**src/ohcr_regs.svh**
```systemverilog
// Purpose: Constants for the one hertz clock regenerator
// Assumes: Timer clock is the bus clock, 512 times the 32768 Hz crystal
// Notes: Counts derived from times are computed here, not hand-entered
//
// How it works
// - The regenerated clock spreads the correction N/(32768*M) seconds over every second.
// - The timer runs from a bus clock of 512 times the shared 32768 Hz crystal.
// - Per-second correction in bus cycles is 512 times N divided by M.
// - Each interval is aligned to its first edge, the last edge of one being the next's first.
// - Rising or falling pulse edge is selectable as the alignment edge.
// - Two channels: one captures the pulse, the other drives the regenerated clock.
// - On the selected edge the counter is latched into the capture value and an event raised.
// - After a capture the output channel compares against the capture value plus a shift.
// - The regenerated clock has equal periods and about half duty.
// - Match sets the pin and an event, clears it half a second later at prescale 128, then 1.
`ifndef OHCR_REGS_SVH
`define OHCR_REGS_SVH

`define OHCR_XTAL_HZ 32768
`define OHCR_BUS_MULT 512
`define OHCR_BUS_HZ (`OHCR_XTAL_HZ * `OHCR_BUS_MULT)
`define OHCR_PRESC_SLOW 128
`define OHCR_HIGH_TIME_MS 500
// Slow ticks in the high half second; divide first so the product stays in 32 bits
`define OHCR_HIGH_TICKS (((`OHCR_BUS_HZ / `OHCR_PRESC_SLOW) * `OHCR_HIGH_TIME_MS) / 1000)
`define OHCR_CNT_RST 16'h0000
`define OHCR_CMP_RST 16'h0000
`define OHCR_CAP_RST 16'h0000
`define OHCR_IDX_RST 8'h00
`define OHCR_NSHIFT 9

`endif

```
**src/ohcr_pkg.sv**
```systemverilog
// Purpose: Types for the one hertz clock regenerator
// Assumes: Nothing beyond SystemVerilog packages
// Notes: Output channel states only
package ohcr_pkg;

    typedef enum logic [1:0] {
        OHCR_IDLE  = 2'b00,
        OHCR_ARMED = 2'b01,
        OHCR_HIGH  = 2'b10
    } ohcr_state_e;

endpackage

```
**src/ohcr_top.sv**
```systemverilog
// Purpose: Regenerate an evenly spaced 1 Hz clock from the compensated pulse of the time keeper
// Assumes: clk is the timer bus clock; pulse and done flag arrive asynchronously
// Notes: Compensation setting and delay are plain inputs held by software
`timescale 1ns/10ps
`include "ohcr_regs.svh"

module ohcr_top
    import ohcr_pkg::*;
#(
    parameter int CNT_W = 16,
    parameter int HIGH_TICKS = `OHCR_HIGH_TICKS
) (
    input wire logic clk, // Timer bus clock
    input wire logic reset, // Synchronous, active high
    input wire logic rtc_pulse_output, // Compensated pulse from time keeper
    input wire logic compensation_done_flag, // Interval nearly complete
    input wire logic edge_sel_fall, // 1 aligns on falling edge
    input wire logic [7:0] comp_interval, // M, seconds
    input wire logic signed [7:0] comp_value, // N, crystal cycles
    input wire logic [CNT_W-1:0] shift_delay, // Fixed delay constant
    output logic clk_1hz_out, // Regenerated 1 Hz clock
    output logic [CNT_W-1:0] capture_value_reg, // Counter at last capture
    output logic [CNT_W-1:0] compare_value_reg, // Output channel compare
    output logic capture_irq, // Capture event pulse
    output logic compare_irq, // Output set event pulse
    output logic presc_slow, // Prescale 128 active
    output logic [7:0] second_index // Second within interval
);

    // ****************************************************************
    // Elaboration checks
    // ****************************************************************
    if (CNT_W != 16) begin : g_bad_width
        $error("ohcr_top: counter must be 16 bits");
    end
    if (HIGH_TICKS < 1 || HIGH_TICKS > 131071) begin : g_bad_high
        $error("ohcr_top: HIGH_TICKS out of range");
    end

    // ****************************************************************
    // Shift for one second of the interval
    // ****************************************************************
    // phi = delay - (M-k)*512*N/M for k>0, delay for k=0
    function automatic logic [CNT_W-1:0] calc_phi(
        input logic [7:0] k,
        input logic [7:0] m,
        input logic signed [7:0] n,
        input logic [CNT_W-1:0] sigma
    );
        logic signed [17:0] n512;
        logic signed [26:0] prod;
        logic signed [26:0] quot;
        logic signed [26:0] adj;
        n512 = 18'(n) <<< `OHCR_NSHIFT;
        prod = 27'($signed({1'b0, k})) * 27'(n512);
        quot = 27'(prod / $signed({1'b0, m}));
        adj = quot - 27'(n512);
        if (k == `OHCR_IDX_RST || m == `OHCR_IDX_RST || n == 8'sh00) begin
            calc_phi = sigma;
        end else begin
            calc_phi = sigma + adj[CNT_W-1:0];
        end
    endfunction

    // ****************************************************************
    // Input synchronisers and edge select
    // ****************************************************************
    logic pulse_s1_ff;
    logic pulse_s2_ff;
    logic pulse_s3_ff;
    logic done_s1_ff;
    logic done_s2_ff;
    logic cap_edge;

    always_ff @(posedge clk) begin
        if (reset) begin
            pulse_s1_ff <= 1'b0;
            pulse_s2_ff <= 1'b0;
            pulse_s3_ff <= 1'b0;
            done_s1_ff <= 1'b0;
            done_s2_ff <= 1'b0;
        end else begin
            pulse_s1_ff <= rtc_pulse_output;
            pulse_s2_ff <= pulse_s1_ff;
            pulse_s3_ff <= pulse_s2_ff;
            done_s1_ff <= compensation_done_flag;
            done_s2_ff <= done_s1_ff;
        end
    end

    assign cap_edge = edge_sel_fall ? (pulse_s3_ff && !pulse_s2_ff)
                                    : (!pulse_s3_ff && pulse_s2_ff);

    // ****************************************************************
    // Prescaler and free-running counter
    // ****************************************************************
    logic [6:0] div_ff;
    logic presc_slow_ff;
    logic tick;
    logic [CNT_W-1:0] count_ff;

    // Only the high half second runs slow, so captures outside it see full resolution
    assign tick = !presc_slow_ff || (div_ff == 7'(`OHCR_PRESC_SLOW - 1));

    always_ff @(posedge clk) begin
        if (reset) begin
            div_ff <= 7'h00;
        end else if (!presc_slow_ff || tick) begin
            div_ff <= 7'h00;
        end else begin
            div_ff <= div_ff + 7'h01;
        end
    end

    always_ff @(posedge clk) begin
        if (reset) begin
            count_ff <= `OHCR_CNT_RST;
        end else if (tick) begin
            count_ff <= count_ff + 16'h0001;
        end
    end

    // ****************************************************************
    // Capture channel
    // ****************************************************************
    logic [CNT_W-1:0] capture_ff;
    logic capture_irq_ff;
    logic start_pending_ff;
    logic [7:0] index_ff;
    logic [7:0] cur_index;

    always_ff @(posedge clk) begin
        if (reset) begin
            capture_ff <= `OHCR_CAP_RST;
            capture_irq_ff <= 1'b0;
        end else begin
            capture_irq_ff <= cap_edge;
            if (cap_edge) begin
                capture_ff <= count_ff;
            end
        end
    end

    // Done flag arms a restart; a set in the capture cycle wins over the clear
    always_ff @(posedge clk) begin
        if (reset) begin
            start_pending_ff <= 1'b1;
        end else if (done_s2_ff) begin
            start_pending_ff <= 1'b1;
        end else if (cap_edge) begin
            start_pending_ff <= 1'b0;
        end
    end

    assign cur_index = start_pending_ff ? `OHCR_IDX_RST : index_ff;

    // Index saturates so a lost done flag cannot wrap the shift
    always_ff @(posedge clk) begin
        if (reset) begin
            index_ff <= `OHCR_IDX_RST;
        end else if (cap_edge && cur_index != 8'hFF) begin
            index_ff <= cur_index + 8'h01;
        end
    end

    // ****************************************************************
    // Output compare channel
    // ****************************************************************
    ohcr_state_e state_ff;
    logic [CNT_W-1:0] compare_ff;
    logic [16:0] high_cnt_ff;
    logic clk_out_ff;
    logic compare_irq_ff;
    logic match;
    logic high_done;
    logic rearm_ff;

    assign match = (count_ff == compare_ff);
    assign high_done = tick && (high_cnt_ff == 17'(HIGH_TICKS - 1));

    always_ff @(posedge clk) begin
        if (reset) begin
            state_ff <= OHCR_IDLE;
        end else begin
            case (state_ff)
                OHCR_IDLE: begin
                    if (cap_edge) begin
                        state_ff <= OHCR_ARMED;
                    end
                end
                OHCR_ARMED: begin
                    if (cap_edge) begin
                        state_ff <= OHCR_ARMED;
                    end else if (match) begin
                        state_ff <= OHCR_HIGH;
                    end
                end
                OHCR_HIGH: begin
                    if (high_done) begin
                        state_ff <= (cap_edge || rearm_ff) ? OHCR_ARMED : OHCR_IDLE;
                    end
                end
                default: begin
                    state_ff <= OHCR_IDLE;
                end
            endcase
        end
    end

    // A capture in the high phase must not be lost when the phase ends
    always_ff @(posedge clk) begin
        if (reset) begin
            rearm_ff <= 1'b0;
        end else if (state_ff != OHCR_HIGH) begin
            rearm_ff <= 1'b0;
        end else if (cap_edge) begin
            rearm_ff <= 1'b1;
        end
    end

    // Compare tracks each capture plus its own shift
    always_ff @(posedge clk) begin
        if (reset) begin
            compare_ff <= `OHCR_CMP_RST;
        end else if (cap_edge) begin
            compare_ff <= count_ff + calc_phi(cur_index, comp_interval,
                                              comp_value, shift_delay);
        end
    end

    always_ff @(posedge clk) begin
        if (reset) begin
            high_cnt_ff <= 17'h00000;
        end else if (state_ff != OHCR_HIGH) begin
            high_cnt_ff <= 17'h00000;
        end else if (tick) begin
            high_cnt_ff <= high_cnt_ff + 17'h00001;
        end
    end

    always_ff @(posedge clk) begin
        if (reset) begin
            clk_out_ff <= 1'b0;
            presc_slow_ff <= 1'b0;
            compare_irq_ff <= 1'b0;
        end else begin
            compare_irq_ff <= 1'b0;
            if (state_ff == OHCR_ARMED && !cap_edge && match) begin
                clk_out_ff <= 1'b1;
                presc_slow_ff <= 1'b1;
                compare_irq_ff <= 1'b1;
            end else if (state_ff == OHCR_HIGH && high_done) begin
                clk_out_ff <= 1'b0;
                presc_slow_ff <= 1'b0;
            end
        end
    end

    assign clk_1hz_out = clk_out_ff;
    assign capture_value_reg = capture_ff;
    assign compare_value_reg = compare_ff;
    assign capture_irq = capture_irq_ff;
    assign compare_irq = compare_irq_ff;
    assign presc_slow = presc_slow_ff;
    assign second_index = index_ff;

endmodule // ohcr_top

```
**config.mk**
```make
export PLATFORM = sky130hd
export DESIGN_NAME = ohcr_top
export DESIGN_NICKNAME = d
export VERILOG_FILES = /design/src/ohcr_pkg.sv /design/src/ohcr_top.sv
export VERILOG_INCLUDE_DIRS = /design/src
export SDC_FILE = /design/constraint.sdc
export NUM_CORES = 1
export LEC_CHECK = 0
export BUFFER_PORTS_ARGS = -buffer_cell sky130_fd_sc_hd__buf_2
export CORE_UTILIZATION = 50
export CTS_CLUSTER_SIZE = 8
export DETAILED_ROUTE_END_ITERATION = 10
export GPL_TIMING_DRIVEN = 0
export PLACE_DENSITY = 0.69
export SKIP_CTS_REPAIR_TIMING = 1
export SYNTH_ARGS = -nofsm -noshare
export SYNTH_HDL_FRONTEND = slang
export SYNTH_SLANG_ARGS = --single-unit
export TNS_END_PERCENT = 10
```
**constraint.sdc**
```tcl
create_clock -name clk -period 145.9 [get_ports clk]
set_input_delay 21.885 -clock clk [delete_from_list [all_inputs] [get_ports clk]]
set_output_delay 21.885 -clock clk [all_outputs]
set_load 0.02 [all_outputs]
```
Word-level counts from Yosys, hierarchy flattened
Index checks and enable logic that the tools add are counted.
{ "classes": {"add_sub_neg": 7, "multipliers": 1, "div_mod_pow": 1, "n_lt_le_gt_ge": 0, "eq_ne": 10, "shift": 0, "mux": 14, "bitwise": 0, "n_reduce_logical": 25} }
{ "op_table": {"columns": ["cell", "n"], "rows": [
  ["$mux 16", 3],
  ["$add 16x16->16", 2],
  ["$div 27x9->27", 1],
  ["$logic_not 8->1", 3],
  ["$add 17x1->17 const B", 1],
  ["$eq 17x16->1 const B", 1],
  ["$mul 9x8->17", 1],
  ["$add 16x1->16 const B", 1],
  ["$eq 16x16->1", 1],
  ["$sub 16x16->16", 1],
  ["$add 8x1->8 const B", 1],
  ["$mux 2", 4],
  ["$mux 8", 1],
  ["$ne 8x8->1 const B", 1],
  ["$add 7x1->7 const B", 1],
  ["$eq 7x7->1 const B", 1],
  ["$logic_and 1x1->1", 7],
  ["$ne 2x2->1 const B", 3],
  ["$pmux 2 s3", 1],
  ["$reduce_or 2->1", 3],
  ["$logic_or 1x1->1", 5],
  ["$mux 1", 5],
  ["$logic_not 1->1", 4],
  ["$ne 3x3->1 const B", 1],
  ["5 further kinds", 5]
]} }
{ "totals": {"regBits": 92, "latchBits": 0, "ramBits": 0, "mem_bits_ro": 0, "input_bits": 37, "out_inout_bits": 44, "word_cells": 75, "mem_count": 0} }

Depth between registers and ports, before layout
{ "logic_depth": {"ltp_word": 9, "ltp_mapped": 385, "ltp_nobuf": 361} }

Worst setup path after synthesis
OpenSTA, ideal clock, no wires.
{ "synth_timing": {"path_kind": "input to register", "from": "in comp_value[6]", "to": "reg compare_ff[15], in the netlist compare_value_reg[15]", "setup_time_ps": 62, "arrival_ps": 92945, "required_ps": 145838, "path_slack_ps": 52892, "path_stages": 366, "path_buffers": 26, "cell_sequence": "buf_1 and2_1 fa_1 fa_1 fa_1 inv_1 fa_1 inv_1 ha_1 a21o_1 a21oi_2 a21oi_1 or2_1 o311ai_4 nor3_1 and2_1 ha_1 a21oi_1 [330 not listed] a21o_1 a21oi_1 o21bai_1 a21oi_1 o21bai_1 a21oi_1 o21bai_1 a21oi_1 o21bai_1 a21oi_1 xnor2_1 xnor2_1 o21ai_0 o21ai_0 o31ai_1 or4_1 a21o_1 nand3_1"} }
{ "synth_between": {"elab_chain_len": 8, "elab_cells_between_ends": 10, "cone_classes": "add/sub: 3; mul: 1; div: 1; mux: 3; reduce/logical: 2"} }
{ "synth_lines": {"columns": ["item", "line_no", "rtl"], "rows": [
  ["start: declaration", "ohcr_top.sv:19", "input wire logic signed [7:0] comp_value,"],
  ["$mul 9x8->17", "ohcr_top.sv:55", "prod = 27'($signed({1'b0, k})) * 27'(n512);"],
  ["$div 27x9->27", "ohcr_top.sv:56", "quot = 27'(prod / $signed({1'b0, m}));"],
  ["$sub 16x16->16", "ohcr_top.sv:57", "adj = quot - 27'(n512);"],
  ["$add 16x16->16", "ohcr_top.sv:61", "calc_phi = sigma + adj[CNT_W-1:0];"],
  ["$mux 16 *", "ohcr_top.sv:58", "if (k == `OHCR_IDX_RST || m == `OHCR_IDX_RST || n == 8'sh00) begin"],
  ["$mux 16 *", "ohcr_top.sv:225", "end else if (cap_edge) begin"],
  ["$mux 16 *", "ohcr_top.sv:223", "if (reset) begin"],
  ["$add 16x16->16 *", "ohcr_top.sv:226", "compare_ff <= count_ff + calc_phi(cur_index, comp_interval,"],
  ["end signal: assignment", "ohcr_top.sv:224", "compare_ff <= `OHCR_CMP_RST;"],
  ["end signal: assignment", "ohcr_top.sv:226", null],
  ["end: declaration", "ohcr_top.sv:170", "logic [CNT_W-1:0] compare_ff;"]
]} }
Every way passes the cells marked *; elsewhere a longest branch is shown, timed or not. The select of a mux whose other input is x is not followed.
A chain may end at the register's enable or synchronous reset.

Worst setup path in the final report
Same ends and word-level chain as after synthesis.

==> key figures <==
Global route
  – Number of global-route vias before repair: 23230
  – Overflow left after global routing: 0
  – Total Routing Usage GR: between 20% and 30%
  – Wire length of the first global-routing pass: approximately 110000 µm
  – Initial antenna violation count: 0
  – Largest net degree at the start of global routing: 30

Logic synthesis
  – Most numerous cell in the Yosys netlist: sky130_fd_sc_hd__nand2_1
  – Biggest area contributors in the synthesized netlist: sky130_fd_sc_hd__ha_1 (14%), sky130_fd_sc_hd__dfxtp_1 (7.6%), sky130_fd_sc_hd__xnor2_1 (5.2%)
  – Cell type contributing the most total cell area after synthesis: sky130_fd_sc_hd__ha_1
  – Number of enable-type register cells in the synthesized netlist: 0
  – Combined area of all synthesized cells: between 0.02 and 0.025 mm²
  – Total nets after synthesis: roughly 3800
  – Number of distinct library cells after synthesis: about 120
  – Number of flip-flops and latches in the synthesized netlist: 92
  – Synth cell count leaders: sky130_fd_sc_hd__nand2_1 (320), sky130_fd_sc_hd__nor2_1 (315), sky130_fd_sc_hd__ha_1 (271), sky130_fd_sc_hd__a21oi_1 (241), sky130_fd_sc_hd__inv_1 (175)
  – Area fraction of the dominant cell type after synthesis: ~14%
  – Gate Count Post-Synth: about 3400
  – Synthesis Warnings: 0
  – Post-synthesis async set-or-reset flop share: 0%
  – Most used DFF post-synth: sky130_fd_sc_hd__dfxtp_1
  – Avg Synthesized Cell Area: about 7 µm²
  – Part of the Yosys area used for sequential elements: roughly 7.6%

Cells and area
  – Final standard cell utilization of the core: between 50% and 60%
  – Fraction of layout cells with a size suffix above 1: under 10%
  – Design area: between 0.02 and 0.03 mm²
  – Max FFs per register: 17
  – Area added between synthesis and finish: 5.888%
  – Register with the highest flop count: high_cnt_ff
  – Final #Nets: between 3000 and 4000

Routing
  – Number of DRC violations after detailed-routing iteration 0: 1880
  – Total length of routed met2 wires: 30370 µm
  – Routed met3 length: just under 3000 µm
  – Residual DRC count: 0
  – Count of nets left with antenna violations after detail routing: 0
  – Total number of vias: 25400
  – Highest routed layer: met4
  – WL met1: ~34000 µm
  – Via-to-Cell Ratio: around 6.2
  – First-pass iteration count of the detailed router: 6
  – DRT Wirelength: approximately 68000 µm
  – Average routed wire per standard cell: 16.50 µm

Clock tree
  – Clock slew at reported path FFs: ~0.06 ns
  – TritonCTS buffer count: 9
  – Clock latency on the worst-skew pair: 0.34 ns
  – Number of buffers on the longest clock path: 2
  – H-tree levels: 3
  – Clock root buffer: sky130_fd_sc_hd__clkbuf_16
  – CTS tree: done
  – Number of sinks driven by the clock tree: 92

Timing
  – RSZ-0062 raised after global routing: no
  – Headroom to the max-slew limit: approximately 17%
  – Final-layout setup total negative slack: 0 ns
  – Max Transition Viols Final: 0
  – Final setup viols: 0
  – Fmax: roughly 9.3 MHz
  – Portion of the clock cycle consumed by the worst path in the final layout: about three quarters
  – Transition time at the pin with the least slew margin: 1.229 ns
  – Final critical-path required period: 107.93 ns
  – Final setup skew: ~0.0051 ns
  – Final hold vios: 0
  – Hold slack: about 0.42 ns

Floorplan
  – Die Area: approximately 0.05 mm²
  – I/O pin cnt: 81
  – Die height: between 200 and 250 µm
  – Die boundary width: 222.7 µm
  – Initial core utilization: between 50 and 60%
  – Std-Cell Rows: 80
  – Core area: ~0.048 mm²

Setup path
  – Startpoint Class: input pin
  – Cell occurring most often along the worst timing path: sky130_fd_sc_hd__o21a_1
  – Standard cell with the maximum stage delay on the critical path: sky130_fd_sc_hd__nor3_1
  – Highest net fanout along the worst path: 10
  – Kind of end point of the critical path: flip-flop
  – Required time of the worst setup path: about 150 ns
  – Critical path class: in -> reg
  – Worst EP arrival: 108.21 ns
  – CP peak stage delay: ~0.88 ns

Job
  – Number of maximum-capacitance violations: 0

Place
  – Placed Instance Area: roughly 0.026 mm²
  – Final HPWL from detailed placement: about 56000 µm
  – Count of port buffers added during placement: 78
  – Final Wtd Congestion: a little over 0.9

Run status
  – Status: finished clean

Worst hold path
  – Worst hold-check path type: reg -> reg
## metal layers
layer,global-route usage [%],up-vias
li1,-,12880
met1,38.29,11830
met2,44.88,631
met3,1.587,56
met4,4.138,0
met5,0,-
## final cells by class
| type | instances | area (µm²) |
|---|---|---|
| Clock inverter | 2 | 10.01 |
| Buffer | 104 | 442.9 |
| Tap cell | 615 | 769.5 |
| Inverter | 177 | 664.4 |
| Sequential cell | 92 | 1842 |
| Clock buffer | 13 | 260.3 |
| Multi-Input combinational cell | 3033 | 21410 |
| Timing Repair Buffer | 78 | 390.4 |
| Antenna cell | 1 | 2.502 |
| Fill cell | 4829 | 22060 |
## kinds of logic (layout without fill, tap and decap cells)
| group | count (synthesis) | count (layout) | share of synthesized area (%) |
|---|---|---|---|
| AO/OA/AOI/OAI | 1078 | 1078 | 30.61 |
| XOR/XNOR | 228 | 228 | 8.231 |
| adder cells (fa/ha/maj) | 316 | 316 | 17.62 |
| buffers and inverters | 281 | 374 | 4.542 |
| flip-flops | 92 | 92 | 7.563 |
| multiplexers | 68 | 68 | 3.026 |
| other | 1 | 2 | 0.01540 |
| AND/OR/NAND/NOR | 1342 | 1342 | 28.39 |
## cells in the final DEF (no fill, tap or decap), types with 76 or more instances in the layout
master,Yosys,final
sky130_fd_sc_hd__a21o_1,85,85
sky130_fd_sc_hd__a21oi_1,241,241
sky130_fd_sc_hd__and2_1,76,76
sky130_fd_sc_hd__buf_2,23,101
sky130_fd_sc_hd__dfxtp_1,92,92
sky130_fd_sc_hd__ha_1,271,271
sky130_fd_sc_hd__inv_1,175,175
sky130_fd_sc_hd__nand2_1,320,320
sky130_fd_sc_hd__nand3_1,82,82
sky130_fd_sc_hd__nor2_1,315,315
sky130_fd_sc_hd__nor3_1,145,145
sky130_fd_sc_hd__o21a_1,106,106
sky130_fd_sc_hd__o21ai_0,169,169
sky130_fd_sc_hd__xnor2_1,144,144
sky130_fd_sc_hd__xor2_1,83,83
## path summary, 6_finish.rpt
path / slack (ns) / endpoint / cells past startpoint / start
min: 0.42 / start_pending_ff / 1 / done_s2_ff
min reg2reg: 0.42 / start_pending_ff / 1 / done_s2_ff
max: 37.97 / compare_value_reg[15] / 365 / comp_value[6]
max reg2reg: 58.78 / compare_value_reg[15] / 367 / start_pending_ff
## worst max-delay path: cells and delay by family
family          cells  cell delay (ns)
compound gates    188            40.49
xor+xnor            3             0.54
fa+ha+maj          34            11.21
buf+inv            38            10.08
mux                 4             1.35
simple gates       98            22.49
## metrics by stage
| stage | setup WS, ns | std cells |
|---|---|---|
| after global placement | 39.11 | 4099 |
| final | 37.97 | 4115 |
| after global routing | 30.96 | 4114 |
| after CTS | 38.96 | 4114 |
| after detailed placement | 38.92 | 4099 |
| after floorplan | 52.89 | 3406 |
Power is left out: the tool's default activity adds up to more than one toggle a clock period on the data nets, which glitch-free logic cannot reach.
